===== src/include/masc_pkg.sv =====
// Constants and types shared by the monitor converter sequencer control.
// Assumes register words arrive already deframed from the serial port.
package masc_pkg;
  localparam int          RES_W        = 10;
  localparam int          ADDR_W       = 7;
  // Register addresses.
  localparam logic [6:0]  A_CONFIG     = 7'h36;
  localparam logic [6:0]  A_CHAN_SEL   = 7'h37;
  localparam logic [6:0]  A_RANGE_SEL  = 7'h38;
  localparam logic [6:0]  A_FORCE_CLR  = 7'h39;
  localparam logic [6:0]  A_UPD_MODE   = 7'h3A;
  localparam logic [6:0]  A_POWER      = 7'h3B;
  localparam logic [6:0]  A_SRST_KEY   = 7'h3E;
  localparam logic [6:0]  A_IDENTITY   = 7'h40;
  localparam logic [6:0]  A_RESULT0    = 7'h23;
  localparam logic [6:0]  A_RESULT7    = 7'h2A;
  localparam logic [6:0]  A_DACDATA0   = 7'h2B;
  localparam logic [6:0]  A_DACDATA3   = 7'h2E;
  localparam logic [6:0]  A_DACCLR0    = 7'h2F;
  localparam logic [6:0]  A_DACCLR3    = 7'h32;
  // Reset values, key and channel mask.
  localparam logic [15:0] RANGE_RST    = 16'hFF00;
  localparam logic [15:0] SRST_KEY     = 16'h6600;
  localparam logic [15:0] CHAN_MASK    = 16'h6DE0;
  // Arbitrary neutral identity value.
  localparam logic [15:0] PART_CODE    = 16'h5A01;
  // Field positions.
  localparam int          CFG_MODE     = 13;
  localparam int          CFG_TRIG     = 12;
  localparam int          CFG_LOAD     = 11;
  localparam int          CFG_RATE     = 8;
  localparam int          CFG_READY    = 7;
  localparam int          PWR_ADC      = 14;
  localparam int          PWR_REF      = 13;
  localparam int          PWR_DAC0     = 12;
  localparam int          RANGE_CH0    = 15;
  // Channel-include bit of channels 7 down to 0.
  localparam logic [7:0][3:0] CHAN_POS = {4'h5, 4'h6, 4'h7, 4'h8,
                                          4'hA, 4'hB, 4'hD, 4'hE};
  // Timing.
  localparam int          CLK_MHZ      = 25;
  localparam int          SRST_US      = 30;
  localparam int          SRST_CYC     = SRST_US * CLK_MHZ;
  localparam int          PULSE_US     = 1;
  localparam int          PULSE_CYC    = PULSE_US * CLK_MHZ;

  typedef enum logic [0:0] {
    SEQ_IDLE = 1'b0,
    SEQ_BUSY = 1'b1
  } masc_seq_e;
endpackage


===== src/core/masc_top.sv =====
// Register file, channel sequencer and output control of the monitor device.
// Assumes the serial port hands over whole register accesses on clk_i and
// that the converter core answers each start with one done pulse.
`timescale 1ns/1ps

// Function
// - Include bits 14,13,11,10,8,7,6,5 select channels 0 to 7.
// - Range bits 15..8 pick double or single reference; reset 0xFF00.
// - Force-clear bit drives its output to the preset value until cleared.
// - Update-mode bit: 1 synchronous, 0 immediate; reset zero.
// - Commit bit loads synchronous outputs written since previous commit.
// - Bit 14 powers the converter, reset 0 meaning power-down.
// - Bit 13 selects internal buffered reference or external reference.
// - Bits 12..9 power outputs 0..3; off means high impedance.
// - Writing key 0x6600 to reset register starts full device reset.
// - Serial transactions are ignored while the soft reset runs.
// - Identity register returns fixed part code and ignores writes.
// - Trigger aborts conversion, restarts at first enabled channel.
// - Trigger bit self-clears once the requested cycle has started.
// - Mode bit 13: 1 auto, 0 direct; auto after reset.
// - Direct mode converts each enabled channel once then idles.
// - Auto mode repeats the enabled sequence continuously.
// - Trigger, mode change or channel-select rewrite stops running cycle.
// - Trigger together with mode 0 to 1 stops and waits for trigger.
// - Results are held, then all move to readable registers at cycle end.
// - Direct mode ready flag and pin set at end; result read or trigger clears.
module masc_top
  import masc_pkg::*;
(
  input  wire logic                         clk_i,          // 25 MHz clock
  input  wire logic                         rstn_i,         // Async reset
  input  wire logic                         reg_wr_i,       // Write strobe
  input  wire logic                         reg_rd_i,       // Read strobe
  input  wire logic [masc_pkg::ADDR_W-1:0]  reg_addr_i,     // Register
  input  wire logic [15:0]                  reg_wdata_i,    // Write word
  output logic      [15:0]                  reg_rdata_o,    // Read word
  output logic                              reg_rvalid_o,   // Read done
  output logic                              conv_start_o,   // Start pulse
  output logic                              conv_abort_o,   // Abort pulse
  output logic      [2:0]                   conv_chan_o,    // Input select
  output logic                              conv_range_o,   // 1: 2x ref
  input  wire logic                         conv_done_i,    // Result pulse
  input  wire logic [masc_pkg::RES_W-1:0]   conv_data_i,    // Result
  output logic                              adc_power_o,    // Converter on
  output logic                              ref_buf_on_o,   // Int. ref
  output logic      [3:0]                   dac_on_o,       // Output on
  output logic      [3:0][masc_pkg::RES_W-1:0] dac_code_o,  // Output codes
  output logic      [3:0]                   dac_sync_o,     // Sync mode
  output logic                              result_ready_pin_o,    // Low
  output logic                              result_ready_pin_oe_o, // Drive
  output logic                              srst_busy_o     // Soft reset
);
  import masc_pkg::*;

  typedef struct packed {
    logic [15:0]                chan_sel;
    logic [15:0]                range_sel;
    logic [3:0]                 fclr;
    logic [3:0]                 umode;
    logic                       adc_on;
    logic                       ref_on;
    logic [3:0]                 dac_on;
    logic                       mode;
    logic                       trig;
    logic [1:0]                 rate;
    logic                       ready;
    logic [15:0]                key;
    logic [3:0][RES_W-1:0]      dac_data;
    logic [3:0][RES_W-1:0]      clr_val;
    logic [3:0][RES_W-1:0]      latch;
    logic [3:0]                 dirty;
    logic [3:0][RES_W-1:0]      dac_out;
    logic [7:0][RES_W-1:0]      tmp;
    logic [7:0][RES_W-1:0]      result;
    masc_seq_e                  seq;
    logic [2:0]                 chan;
    logic                       conv_start;
    logic                       conv_abort;
    logic                       conv_range;
    logic [4:0]                 pulse;
    logic                       pin_low;
    logic [9:0]                 srst;
    logic                       srst_busy;
    logic [15:0]                rdata;
    logic                       rvalid;
  } masc_state_s;

  localparam masc_state_s RST_S = '{range_sel: RANGE_RST, mode: 1'b1,
                                    seq: SEQ_IDLE, default: '0};

  masc_state_s q;
  masc_state_s d;
  logic [7:0]  en;
  logic        found;
  logic [2:0]  nxt;
  logic        wr_cfg;
  logic        trig_wr;
  logic        mode_up;
  logic        stop;
  logic [6:0]  idx;

  // Lowest enabled channel at or above the start index.
  function automatic logic [3:0] first_from(input logic [7:0] e,
                                            input logic [3:0] s);
    logic [3:0] r;
    r = 4'h0;
    for (int i = 7; i >= 0; i--) begin
      if (e[i] && (4'(i) >= s)) begin
        r = {1'b1, 3'(i)};
      end
    end
    return r;
  endfunction

  always_comb begin
    d = q;
    d.rvalid = 1'b0;
    d.conv_start = 1'b0;
    d.conv_abort = 1'b0;
    found = 1'b0;
    nxt = 3'h0;
    idx = 7'h0;
    for (int i = 0; i < 8; i++) begin
      en[i] = q.chan_sel[CHAN_POS[i]];
    end
    wr_cfg = reg_wr_i && (reg_addr_i == A_CONFIG);
    trig_wr = wr_cfg && reg_wdata_i[CFG_TRIG];
    mode_up = wr_cfg && !q.mode && reg_wdata_i[CFG_MODE];
    stop = trig_wr || (wr_cfg && (reg_wdata_i[CFG_MODE] != q.mode)) ||
           (reg_wr_i && (reg_addr_i == A_CHAN_SEL));
    if (q.srst != 10'h0) begin
      // Everything returns to defaults; port accesses are dropped.
      d = RST_S;
      d.srst = q.srst - 10'h1;
    end else if (reg_wr_i && (reg_addr_i == A_SRST_KEY) &&
                 (reg_wdata_i == SRST_KEY)) begin
      d = RST_S;
      d.conv_abort = (q.seq == SEQ_BUSY);
      d.srst = 10'(SRST_CYC);
    end else begin
      if (reg_wr_i) begin
        idx = reg_addr_i;
        case (reg_addr_i)
          A_CONFIG: begin
            d.mode = reg_wdata_i[CFG_MODE];
            d.rate = reg_wdata_i[CFG_RATE+:2];
            if (reg_wdata_i[CFG_LOAD]) begin
              for (int i = 0; i < 4; i++) begin
                if (q.umode[i] && q.dirty[i]) begin
                  d.latch[i] = q.dac_data[i];
                  d.dirty[i] = 1'b0;
                end
              end
            end
          end
          A_CHAN_SEL:  d.chan_sel = reg_wdata_i & CHAN_MASK;
          A_RANGE_SEL: d.range_sel = reg_wdata_i & RANGE_RST;
          A_FORCE_CLR: d.fclr = reg_wdata_i[3:0];
          A_UPD_MODE:  d.umode = reg_wdata_i[3:0];
          A_POWER: begin
            d.adc_on = reg_wdata_i[PWR_ADC];
            d.ref_on = reg_wdata_i[PWR_REF];
            for (int i = 0; i < 4; i++) begin
              d.dac_on[i] = reg_wdata_i[PWR_DAC0-i];
            end
          end
          A_SRST_KEY:  d.key = reg_wdata_i;
          default: begin
            if ((idx >= A_DACDATA0) && (idx <= A_DACDATA3)) begin
              d.dac_data[2'(idx - A_DACDATA0)] = reg_wdata_i[RES_W-1:0];
              if (q.umode[2'(idx - A_DACDATA0)]) begin
                d.dirty[2'(idx - A_DACDATA0)] = 1'b1;
              end else begin
                d.latch[2'(idx - A_DACDATA0)] = reg_wdata_i[RES_W-1:0];
              end
            end else if ((idx >= A_DACCLR0) && (idx <= A_DACCLR3)) begin
              d.clr_val[2'(idx - A_DACCLR0)] = reg_wdata_i[RES_W-1:0];
            end
          end
        endcase
      end
      if (reg_rd_i) begin
        idx = reg_addr_i;
        d.rvalid = 1'b1;
        d.rdata = 16'h0000;
        case (reg_addr_i)
          A_CONFIG: begin
            d.rdata[CFG_MODE] = q.mode;
            d.rdata[CFG_TRIG] = q.trig;
            d.rdata[CFG_RATE+:2] = q.rate;
            d.rdata[CFG_READY] = q.ready;
          end
          A_CHAN_SEL:  d.rdata = q.chan_sel;
          A_RANGE_SEL: d.rdata = q.range_sel;
          A_FORCE_CLR: d.rdata[3:0] = q.fclr;
          A_UPD_MODE:  d.rdata[3:0] = q.umode;
          A_POWER: begin
            d.rdata[PWR_ADC] = q.adc_on;
            d.rdata[PWR_REF] = q.ref_on;
            for (int i = 0; i < 4; i++) begin
              d.rdata[PWR_DAC0-i] = q.dac_on[i];
            end
          end
          A_SRST_KEY:  d.rdata = q.key;
          A_IDENTITY:  d.rdata = PART_CODE;
          default: begin
            if ((idx >= A_RESULT0) && (idx <= A_RESULT7)) begin
              d.rdata[RES_W-1:0] = q.result[3'(idx - A_RESULT0)];
              d.ready = 1'b0;
            end else if ((idx >= A_DACDATA0) && (idx <= A_DACDATA3)) begin
              d.rdata[RES_W-1:0] = q.dac_data[2'(idx - A_DACDATA0)];
            end else if ((idx >= A_DACCLR0) && (idx <= A_DACCLR3)) begin
              d.rdata[RES_W-1:0] = q.clr_val[2'(idx - A_DACCLR0)];
            end
          end
        endcase
      end
      if (trig_wr || (wr_cfg && (reg_wdata_i[CFG_MODE] != q.mode))) begin
        d.ready = 1'b0;
      end
      if (q.pulse != 5'h0) begin
        d.pulse = q.pulse - 5'h1;
      end
      case (q.seq)
        SEQ_IDLE: begin
          if (q.trig && q.adc_on) begin
            {found, nxt} = first_from(en, 4'h0);
            d.trig = 1'b0;
            if (found) begin
              d.chan = nxt;
              d.conv_start = 1'b1;
              d.seq = SEQ_BUSY;
            end
          end
        end
        SEQ_BUSY: begin
          if (conv_done_i) begin
            d.tmp[q.chan] = conv_data_i;
            {found, nxt} = first_from(en, {1'b0, q.chan} + 4'h1);
            if (found) begin
              d.chan = nxt;
              d.conv_start = 1'b1;
            end else begin
              d.result = d.tmp;
              if (q.mode) begin
                {found, nxt} = first_from(en, 4'h0);
                d.chan = nxt;
                d.conv_start = found;
                d.seq = found ? SEQ_BUSY : SEQ_IDLE;
                d.pulse = 5'(PULSE_CYC);
              end else begin
                d.ready = 1'b1;
                d.seq = SEQ_IDLE;
              end
            end
          end
        end
        default: d.seq = SEQ_IDLE;
      endcase
      if (stop) begin
        d.conv_abort = (q.seq == SEQ_BUSY);
        d.conv_start = 1'b0;
        d.seq = SEQ_IDLE;
        d.trig = trig_wr && !mode_up;
      end
      if (!q.adc_on && (q.seq == SEQ_BUSY)) begin
        d.conv_abort = 1'b1;
        d.conv_start = 1'b0;
        d.seq = SEQ_IDLE;
      end
      d.conv_range = d.range_sel[RANGE_CH0 - 32'(d.chan)];
    end
    for (int i = 0; i < 4; i++) begin
      d.dac_out[i] = d.fclr[i] ? d.clr_val[i] : d.latch[i];
    end
    d.pin_low = d.ready || (d.pulse != 5'h0);
    d.srst_busy = (d.srst != 10'h0);
  end

  always_ff @(posedge clk_i or negedge rstn_i) begin
    if (!rstn_i) begin
      q <= RST_S;
    end else begin
      q <= d;
    end
  end

  assign reg_rdata_o = q.rdata;
  assign reg_rvalid_o = q.rvalid;
  assign conv_start_o = q.conv_start;
  assign conv_abort_o = q.conv_abort;
  assign conv_chan_o = q.chan;
  assign conv_range_o = q.conv_range;
  assign adc_power_o = q.adc_on;
  assign ref_buf_on_o = q.ref_on;
  assign dac_on_o = q.dac_on;
  assign dac_code_o = q.dac_out;
  assign dac_sync_o = q.umode;
  assign result_ready_pin_o = 1'b0;
  assign result_ready_pin_oe_o = q.pin_low;
  assign srst_busy_o = q.srst_busy;
endmodule


===== config.mk =====
export PLATFORM = sky130hd
export DESIGN_NAME = masc_top
export DESIGN_NICKNAME = d
export VERILOG_FILES = /design/src/include/masc_pkg.sv /design/src/core/masc_top.sv
export SDC_FILE = /design/constraint.sdc
export NUM_CORES = 1
export LEC_CHECK = 0
export BUFFER_PORTS_ARGS = -buffer_cell sky130_fd_sc_hd__buf_2
export CORE_ASPECT_RATIO = 1.4
export CORE_MARGIN = 2
export CORE_UTILIZATION = 44
export CTS_CLUSTER_SIZE = 16
export DETAILED_ROUTE_END_ITERATION = 6
export PLACE_DENSITY = 0.63
export SLEW_MARGIN = 20
export SYNTH_ARGS = -nofsm -noshare
export SYNTH_HDL_FRONTEND = slang
export SYNTH_SLANG_ARGS = --single-unit

===== constraint.sdc =====
create_clock -name clk_i -period 2.5 [get_ports clk_i]
set_input_delay 0.25 -clock clk_i [delete_from_list [all_inputs] [get_ports clk_i]]
set_output_delay 0.25 -clock clk_i [all_outputs]
set_load 0.005 [all_outputs]

Word level (Yosys, flattened, before mapping). Index checks and enable logic that the tools add are counted.

Bits of input ports: 38. Output and inout port bits: 76. Register bits: 432.

Equal/unequal tests: 19. Bitwise operators: 2. Multiplexer cells: 136. Add/subtract/negate cells: 7. Magnitude comparators: 22. Reduce and logical (&&, ||, !) cells: 72.

Operators by type and width (number): $mux 432 (1); $mux 40 (5); $mux 191 (1); $mux 172 (1); $mux 10 (17); $mux 165 (1); $mux 160 (1); $mux 47 (3); $mux 140 (1); $mux 4 (35); $bwmux 40 (3); $mux 44 (2); $pmux 44 s2 (1); $mux 81 (1); $bwmux 80 (1); $mux 80 (1); $eq 7x6->1 const B (7); $mux 16 (3); $mux 5 (9); $bmux 10 s2 (2); $demux 10 s2 (2); $mux 17 (2); $lt 32x5->1 const B (1); $bmux 10 s3 (1); 56 further kinds (156).

Depth between registers and ports, before layout. Gate-level depths: netlist of run 1.

Depth after elaboration: 34. Depth in mapped cells: 14.

Worst setup path before layout of run 1. No wires, ideal clock.

Kind: input -> register. Start point: in reg_addr_i[0] (netlist bit). End point: reg q, in the netlist dac_code_o[14]. Arrival: 3.095 ns. Stages on the path: 12. Setup time: 0.130 ns. Setup slack: -0.725 ns. Required time: 2.370 ns. Cell sequence: buf_4 > buf_4 > buf_1 > inv_1 > ha_1 > mux4_2 > nor4b_4 > buf_2 > nand2_2 > o221a_2 > o22ai_1 > mux2i_1.

RTL lines: start: declaration (RTL line masc_top.sv:34) `input wire logic [masc_pkg::ADDR_W-1:0] reg_addr_i,`; end signal: assignment (RTL line masc_top.sv:282) `q <= RST_S;`; end signal: assignment (RTL line masc_top.sv:284) `q <= d;`; end: declaration (RTL line masc_top.sv:91) `masc_state_s q;`.

==> flow_summary.yaml, run 1 <==
job:
  cap_violations: 0
finish:
  nets: 2478
  layout_common_cells: "dfrtp_1, nand2_1, buf_4"
  fin_area_um2: 27900
  layout-drive-gt1-share_pct: 33.2
  post-route-util_pct: 56.9
  final_common_cell: "dfrtp_1"
  fill_cells: 4188
  syn_to_final_growth_pct: 28.1
die:
  die_x_um: 192
  num_io_pins: 114
  core-area_um2: 49000
  rows: 96
  start_util_pct: 44.4
  die_area_um2: 51300
  die-height_um: 267
sta:
  max_slew_margin_pct: 52.1
  hold_viol: 0
  clock.fmax_mhz: 390
  tightest_slew_ps: 717
  fin_worst_skew_ps: 26.1
  setup_slack_ps: -67.1
  layout_worst_path_cycle_share_pct: 103
  rsz0062_at_grt: "true"
  setup_viol: 15
  timing.final.crit_period_ps: 2570
  final.setup.tns_ps: -442
  report.final.slew_viol_count: 0
clock_network:
  ctsLongestPathBuffers: 3
  cts_tree: "yes"
  path_clk_slew_ps: 60
  htreeDepth: 2
  clock-sinks: 416
  cts_buffers: 44
  cts-root-buf: "clkbuf_16"
  clk_latency_ps: 590
synthesis:
  synth.distinct_cells: 87
  synth-main-ff-cell: "dfrtp_1"
  ys_warn_count: 0
  async_flop_share_pct: 100
  avgSynthCellArea_um2: 9.97
  seq_area_frac_synth_pct: 47.9
  syn-num-nets: 2235
  synth_area_um2: 21800
  netlist_instances: 2185
  synth_seq_cells: 416
  synth_edf_count: 0
route:
  drt_pass1_iterations: 6
  vias: 18893
  ant_nets: 0
  via_per_inst: 6.09
  drc_errors: 0
  wirelength_um: 75500
  routedWlPerCell_um: 24.3
  drt_iter0_drc: 1615
place:
  io_buffers: 112
  placed_area_um2: 24300
  hpwl_um: 50800
  gp_congestion: 0.927
setup_path:
  endpoint_kind: "flip-flop"
  worst_setup_path_start_kind: "flip-flop"
  worst-endpoint-required_ps: 2960
  arrival_ps: 3030
  path_max_fanout: 6
  path_class: "reg2reg"
pwr:
  leakage_nw: 12.6
  power-per-cell-area_nw_per_um2: 517
  vdd_drop_max_mv: 0.511
run_status:
  status: "finished with violations"
  violations: "negative setup slack"
global_route:
  antenna_found_initial: 6
  grt_pass1_wl_um: 109000
  first_global_vias: 18260
  overflow: 0
  grtUsageTotal_pct: 28.0
  grt_max_degree: 94
hold_path:
  hold_path_class: "in2reg"
## final cells by class
type / count / area [um^2] / share of cell area (%)
Inverter: 55 / 224 / 0.803
Clock inverter: 14 / 186 / 0.668
Multi-Input combinational cell: 1471 / 11000 / 39.5
Antenna cell: 3 / 7.51 / 0.0269
Sequential cell: 416 / 10400 / 37.4
Tap cell: 637 / 797 / 2.86
Clock buffer: 67 / 1320 / 4.73
Timing Repair Buffer: 440 / 3930 / 14.1
## routing by layer
layer  part of all wire (%)  GRT usage (%)  vias to the layer above  wire length, um
met4                    6.5           15.8                        6             4930
met1                     37           33.5                     9537            28300
met2                     50           47.9                      761            38000
met5                  0.050              0                        -               38
met3                    5.6           4.30                      244             4260
li1                       -              -                     8345                -
## critical path, stage by stage (launching register included)
cell and delay, ps:
dfrtp_2 460, ha_2 280, a21bo_4 270, a21o_1 220, o2111ai_2 280, nor2_4 90, buf_6 120, buf_4 130
a21oi_2 130, a21oi_1 80, or3_1 380
## state kept, by name, summed over array words and instances (netlist names), 3 cells and up
register     count
q              333
dac_code_o      40
reg_rdata_o     16
en               8
dac_on_o         4
dac_sync_o       4
conv_chan_o      3
## cell usage after synthesis (5+ instances only)
cell       instances  area, um^2
dfrtp_1          407       10200
nand2_1          271        1020
nor2_1           234         878
mux2i_1          210        2100
a21oi_1          132         661
a211oi_1          95         713
buf_4             90         676
clkbuf_1          86         323
nand3_1           53         265
buf_2             52         260
inv_1             52         195
a22o_1            41         359
o21ai_0           37         185
a22oi_1           36         270
o221a_2           31         349
o22ai_1           30         188
a31oi_1           22         138
mux4_2            21         473
o221ai_1          21         184
nor3_1            17        85.1
nand2b_1          16         100
ha_1              12         150
o31ai_1           12        90.1
a311oi_1          10        87.6
buf_1             10        37.5
o211ai_1          10        75.1
and2_1             9        56.3
dfstp_2            9         236
o41ai_1            9        78.8
or3_1              8        50.1
and3_1             7        43.8
nor4_1             7        43.8
a221oi_1           6        52.6
a222oi_1           6        60.1
a32oi_1            6        52.6
a2111oi_0          5        43.8
clkbuf_2           5        25.0
nand4_1            5        31.3
xnor2_1            5        43.8
## per-stage QoR
step / hold slack (ps) / power, mW / std cells / worst slack (ps)
floorplan: -45.6 / 7.17 / 2185 / -69.9
global placement: 181 / 7.59 / 2948 / -320
detailed placement: 187 / 7.59 / 2948 / -331
CTS: 38.7 / 14.5 / 3050 / -71.8
global route: 70.3 / 14.8 / 3102 / -211
finish: 60.6 / 14.4 / 3103 / -67.1
## where the power goes
part / total, mW / internal, mW / switching [mW]
sequential: 6.73 / 6.73 / 0.000000131
clock: 6.93 / 4.06 / 2.87
combinational: 0.759 / 0.228 / 0.531
## final timing paths
check / from / endpoint / slack, ps / cells after the start
max in group asynchronous: rstn_i / q[278]$_DFF_PN0_ / 1450 / 3
max: conv_chan_o[1]$_DFF_PN0_ / result_ready_pin_oe_o$_DFF_PN0_ / -70 / 10
min reg2reg: q[374]$_DFFE_PN0P_ / q[374]$_DFFE_PN0P_ / 490 / 2
max reg2reg: conv_chan_o[1]$_DFF_PN0_ / result_ready_pin_oe_o$_DFF_PN0_ / -70 / 10
min in group asynchronous: rstn_i / q[308]$_DFF_PN0_ / 170 / 2
min: reg_wdata_i[14] / en[0]$_DFFE_PN0P_ / 60 / 4
## repair_timing
item                                    4_1_cts  5_1_grt
hold buffers                                  4        0
buffers inserted                             16       29
hold endpoints to repair                     39        0
gates cloned                                  2       22
endpoints found under the setup margin      114      152
resized for setup                            38      236
pin swaps                                    28       91
## logic make-up after synthesis
group	count (synthesis)	share of synthesized area, %
other	1	0.0172
DFF	416	47.9
adders and majority gates	12	0.689
buffers and inverters	299	7.07
AOI/OAI and AO/OA	545	18.1
xor gates and xnor gates	10	0.437
muxes	235	12.0
and+or+nand+nor	667	13.8
(Power assumes the default switching activity.)
==> run 2: changes to the inputs <==
--- a/config.mk
+++ b/config.mk
@@ -6,12 +6,12 @@
 export NUM_CORES = 1
 export LEC_CHECK = 0
 export BUFFER_PORTS_ARGS = -buffer_cell sky130_fd_sc_hd__buf_2
-export CORE_ASPECT_RATIO = 1.4
 export CORE_MARGIN = 2
 export CORE_UTILIZATION = 44
 export CTS_CLUSTER_SIZE = 16
 export DETAILED_ROUTE_END_ITERATION = 6
 export PLACE_DENSITY = 0.63
+export SKIP_LAST_GASP = 1
 export SLEW_MARGIN = 20
 export SYNTH_ARGS = -nofsm -noshare
 export SYNTH_HDL_FRONTEND = slang
==> constraint.sdc (replaced) <==
create_clock -name clk_i -period 2.2 [get_ports clk_i]
set_input_delay 0.22 -clock clk_i [delete_from_list [all_inputs] [get_ports clk_i]]
set_output_delay 0.22 -clock clk_i [all_outputs]
set_load 0.005 [all_outputs]
==> flow_summary.yaml, run 2 (synthesis results as in run 1) <==
setup_path:
  slowest_stage: "dfrtp_2"
  path_cells: "clkinv_4, ha_4, or3b_4, o211ai_1, buf_4, o2111a_1, o211ai_1, a32oi_1, o211ai_1, a41oi_1"
  worst-endpoint-required_ps: 2700
  worst_setup_path_start_kind: "flip-flop"
  r2r_start: "conv_chan_o[1]$_DFF_PN0_"
  arrival_ps: 3060
  path_class: "reg2reg"
  path_max_fanout: 5
  cp-startpoint: "conv_chan_o[1]$_DFF_PN0_"
  crit_top_cell: "o211ai_1"
  endpoint_kind: "flip-flop"
  slowest_delay_ps: 470
place:
  gp_congestion: 0.939
  dp_cells: 3006
  io_buffers: 112
  placed_area_um2: 25400
  hpwl_um: 47600
  dpl_worst_slack_ps: -535
job:
  cap_violations: 0
finish:
  fin_cells: 3187
  seq_area_um2: 10400
  largest_register_ffs: 333
  layout_common_cells: "dfrtp_1, buf_4, nand2_1"
  largest_register: "q"
  multi_input_area_um2: 11800
  final_common_cell: "dfrtp_1"
  fin_area_um2: 29200
  post-route-util_pct: 59.8
  fill_cells: 4036
  layout-drive-gt1-share_pct: 36.0
  nets: 2531
  syn_to_final_growth_pct: 34.2
run_status:
  violations: "negative setup slack"
  status: "finished with violations"
pwr:
  vdd_drop_max_mv: 0.608
  p_seq_share_pct: 46.4
  p_switching_mw: 3.97
  switching_share_pct: 24.1
  p_clk_share_pct: 47.8
  power-per-cell-area_nw_per_um2: 565
  leakage_nw: 12.9
  internal-power_mw: 12.5
  power_frac_comb_pct: 5.8
clock_network:
  htreeDepth: 2
  clock-sinks: 416
  cts_buffers: 47
  ctsLongestPathBuffers: 3
  clk_latency_ps: 600
  cts_tree: "yes"
  cts-root-buf: "clkbuf_16"
  path_clk_slew_ps: 60
route:
  drt_pass1_iterations: 7
  wl_met2_um: 35400
  met1Wirelength_um: 29500
  wirelength_um: 75100
  routedWlPerCell_um: 23.6
  vias: 19232
  via_per_inst: 6.03
  met3_wirelength_um: 5870
  drt_iter0_drc: 1718
  ant_nets: 0
  drc_errors: 0
  dr.max_layer_used: "met5"
die:
  rows: 81
  die_area_um2: 51300
  core-area_um2: 48800
  die_x_um: 226
  die-height_um: 226
  start_util_pct: 44.6
  num_io_pins: 114
sta:
  setup_slack_ps: -361
  layout_worst_path_cycle_share_pct: 116
  clock.fmax_mhz: 390
  rsz0062_at_grt: "true"
  hold_viol: 0
  setup_viol: 262
  report.final.slew_viol_count: 0
  max_slew_margin_pct: 56.8
  timing.final.crit_period_ps: 2560
  fin_worst_skew_ps: 20.6
  tightest_slew_ps: 648
global_route:
  grt_pass1_wl_um: 113000
  first_global_vias: 19166
  grt_max_degree: 68
  grtUsageTotal_pct: 28.9
  overflow: 0
  antenna_found_initial: 7
hold_path:
  hp-start: "reg_wdata_i[14]"
  hold_path_class: "in2reg"
-- run 2: worst max-delay path, delay by kind of cell, from the launching register on --
family          cells  cell delay [ps]
simple gates        1              370
flops               1              470
buf+inv             2              250
fa+ha+maj           1              160
compound gates      6             1230
-- run 2: path summary, 6_finish.rpt --
path | depth (start not counted) | end | slack [ps]
worst min-delay path | 4 | q[379]$_DFFE_PN0P_ | 30
min in group asynchronous | 2 | q[261]$_DFF_PN0_ | 170
worst max-delay path | 10 | conv_range_o$_DFF_PN0_ | -360
worst max register to register | 10 | conv_range_o$_DFF_PN0_ | -360
worst min register to register | 2 | q[375]$_DFFE_PN0P_ | 490
max in group asynchronous | 3 | q[143]$_DFFE_PN0P_ | 1160
-- run 2: power by group through the flow --
stage	Combinational, mW	Clock [mW]	Sequential (mW)
3_5_place_dp	0.900	0	7.79
2_1_floorplan	0.363	0	7.79
5_1_grt	1.01	8.32	7.65
4_1_cts	0.931	7.97	7.65
6_report	0.956	7.90	7.65
3_3_place_gp	0.889	0	7.79
-- run 2: what timing repair did --
action                     4_1_cts  5_1_grt
gates resized for setup        126      151
setup buffers                   47       25
pin swaps                       87       79
setup endpoints to repair      292      335
hold endpoints to repair        53        0
cloned                          15       10
hold buffers                     3        0
-- run 2: layer usage --
layer	GRT usage [%]	vias to the layer above
met4	14.5	6
li1	-	8491
met1	37.1	9586
met5	0	-
met3	6.04	230
met2	46.5	919
-- run 2: final cells by class --
| cell class | count | share of cell area [%] |
|---|---|---|
| Antenna cell | 3 | 0.0257 |
| Clock buffer | 72 | 4.72 |
| Clock inverter | 16 | 0.539 |
| Sequential cell | 416 | 35.7 |
| Tap cell | 664 | 2.84 |
| Inverter | 55 | 0.766 |
| Multi-Input combinational cell | 1476 | 40.2 |
| Timing Repair Buffer | 485 | 15.2 |
-- run 2: metrics by stage --
| step | power, mW | hold WS (ps) | TNS (ps) |
|---|---|---|---|
| 5_1_grt | 17.0 | 23.1 | -61300 |
| 2_1_floorplan | 8.16 | -75.6 | -47050 |
| 4_1_cts | 16.6 | 19.7 | -34880 |
| 6_report | 16.5 | 27.6 | -36620 |
| 3_3_place_gp | 8.68 | 211 | -70810 |
| 3_5_place_dp | 8.69 | 212 | -74300 |
==> run 3: changes to the inputs <==
--- a/config.mk
+++ b/config.mk
@@ -8,6 +8,7 @@
 export BUFFER_PORTS_ARGS = -buffer_cell sky130_fd_sc_hd__buf_2
 export CORE_MARGIN = 2
 export CORE_UTILIZATION = 44
+export CTS_BUF_LIST = sky130_fd_sc_hd__clkbuf_8
 export CTS_CLUSTER_SIZE = 16
 export DETAILED_ROUTE_END_ITERATION = 6
 export PLACE_DENSITY = 0.63
==> flow_summary.yaml, run 3 (synthesis results as in run 1) <==
route:
  drt_pass1_iterations: 7
  met1Wirelength_um: 30600
  via_per_inst: 5.97
  dr.max_layer_used: "met5"
  routedWlPerCell_um: 23.4
  vias: 19564
  wirelength_um: 76600
  wl_met2_um: 36600
  ant_nets: 0
  met3_wirelength_um: 5160
  drc_errors: 6
  drt_iter0_drc: 1725
die:
  num_io_pins: 114
  core-area_um2: 48800
  rows: 81
  die-height_um: 226
  die_area_um2: 51300
  start_util_pct: 44.6
  die_x_um: 226
sta:
  timing.final.crit_period_ps: 2600
  hold_ws_ps: 72.6
  setup_slack_ps: -404
  report.final.slew_viol_count: 0
  rsz0062_at_grt: "true"
  max_slew_margin_pct: 54.0
  fin_worst_skew_ps: 29.3
  final.setup.tns_ps: -48670
  tightest_slew_ps: 690
  layout_worst_path_cycle_share_pct: 118
  hold_viol: 0
  setup_viol: 295
  clock.fmax_mhz: 384
setup_path:
  arrival_ps: 3140
  r2r_start: "conv_chan_o[0]$_DFF_PN0_"
  crit_top_cell: "buf_6"
  slowest_delay_ps: 470
  crit_family: "compound AO/OA/AOI/OAI gates"
  r2r_end: "result_ready_pin_oe_o$_DFF_PN0_"
  reg2reg_depth: 12
  path_class: "reg2reg"
  endpoint: "result_ready_pin_oe_o$_DFF_PN0_"
  worst_setup_path_start_kind: "flip-flop"
  critPathBufInv: 5
  cp-startpoint: "conv_chan_o[0]$_DFF_PN0_"
  r2r_slack_ps: -400
  path_depth: 12
  endpoint_kind: "flip-flop"
  path_max_fanout: 4
  path_cells: "buf_4, buf_4, a21bo_4, a21o_4, o2111ai_4, nor2_4, buf_6, buf_6, buf_6, a21oi_4, a21oi_1, or3_1"
  slowest_stage: "dfrtp_2"
  worst-endpoint-required_ps: 2730
finish:
  largest_register_ffs: 333
  final_common_cell: "dfrtp_1"
  largest_register: "q"
  nets: 2604
  fin_cells: 3277
  syn_to_final_growth_pct: 37.1
  layout_common_cells: "dfrtp_1, buf_4, nand2_1"
  layout-drive-gt1-share_pct: 38.1
  post-route-util_pct: 61.1
  fin_area_um2: 29900
place:
  gp_congestion: 0.939
  hpwl_um: 47600
  dp_cells: 3006
  io_buffers: 112
  dpl_worst_slack_ps: -535
  placed_area_um2: 25400
global_route:
  overflow: 0
  first_global_vias: 19549
  grtUsageTotal_pct: 29.1
  antenna_found_initial: 7
  grt_pass1_wl_um: 114000
  grt_max_degree: 68
pwr:
  power_frac_comb_pct: 6.2
  totalPowerFinal_mw: 15.9
  vdd_drop_max_mv: 0.432
  leakage_nw: 13.5
  p_switching_mw: 4.04
  power-per-cell-area_nw_per_um2: 533
  switching_share_pct: 25.4
  p_clk_share_pct: 45.7
  p_seq_share_pct: 48.1
  internal-power_mw: 11.9
run_status:
  violations: "design-rule violations, negative setup slack"
  status: "finished with violations"
clock_network:
  path_clk_slew_ps: 60
  cts_buffers: 74
  ctsLongestPathBuffers: 3
  clock-sinks: 416
  cts_tree: "yes"
  htreeDepth: 3
  cts-root-buf: "clkbuf_8"
  clk_latency_ps: 670
job:
  cap_violations: 0
hold_path:
  hold_path_class: "in2reg"
run 3: changes by cell type in the layout (fill, tap and decap cells not counted), moves of 9 or more:
cell / change
clkbuf_16: -42
buf_8: +9
a21oi_1: -9
a22oi_2: -10
clkbuf_1: -15
a22oi_1: +10
clkbuf_8: +83
inv_1: +28
nor2_2: +17
nor2_1: -24
a21oi_4: +11
dlygate4sd3_1: +16
run 3: final cells by class:
class,instances,area (um^2)
fillers,3994,19000
multi-input cells,1476,11900
flip-flops and latches,416,10400
repair buffers,531,5020
clock buffers,92,1270
well taps,664,831
inverters,55,224
clock inverters,40,213
diodes,3,7.51
run 3: repair_timing:
action,in CTS,in global routing
cloned,12,19
setup buffers,60,47
pin swaps,85,74
hold buffers,19,0
gates resized for setup,147,188
endpoints found under the hold margin,299,0
setup endpoints to repair,291,341
run 3: how the worst min path moves through the flow:
stage / start / to / slack (ps) / depth (start not counted)
after floorplan: rstn_i / adc_power_o$_DFFE_PN0P_ / -80 / 0
after global placement: rstn_i / q[260]$_DFF_PN0_ / 210 / 1
after detailed placement: rstn_i / q[261]$_DFF_PN0_ / 210 / 1
after CTS: reg_wdata_i[4] / q[369]$_DFFE_PN0P_ / 30 / 4
after global routing: reg_wdata_i[4] / q[369]$_DFFE_PN0P_ / 80 / 4
final: reg_wdata_i[4] / q[369]$_DFFE_PN0P_ / 70 / 4
run 3: layer usage:
metal	GRT usage, %	vias to the layer above
met4	15.1	8
li1	-	8627
met3	6.12	226
met5	0	-
met2	47.0	884
met1	36.8	9819
run 3: power groups by stage:
stage               clock [mW]  combinational, mW  sequential [mW]
global route              7.72               1.04             7.65
finish                    7.28              0.983             7.66
detailed placement           0              0.900             7.79
CTS                       7.40              0.947             7.65
floorplan                    0              0.363             7.79
global placement             0              0.889             7.79
run 3: worst reg2reg max path, stage by stage, from the launching register on:
cell       delay (ps)
dfrtp_2           470
buf_4             160
buf_4             150
a21bo_4           230
a21o_4            230
o2111ai_4         240
nor2_4             90
buf_6             130
buf_6             110
buf_6             120
a21oi_4           130
a21oi_1            90
or3_1             350
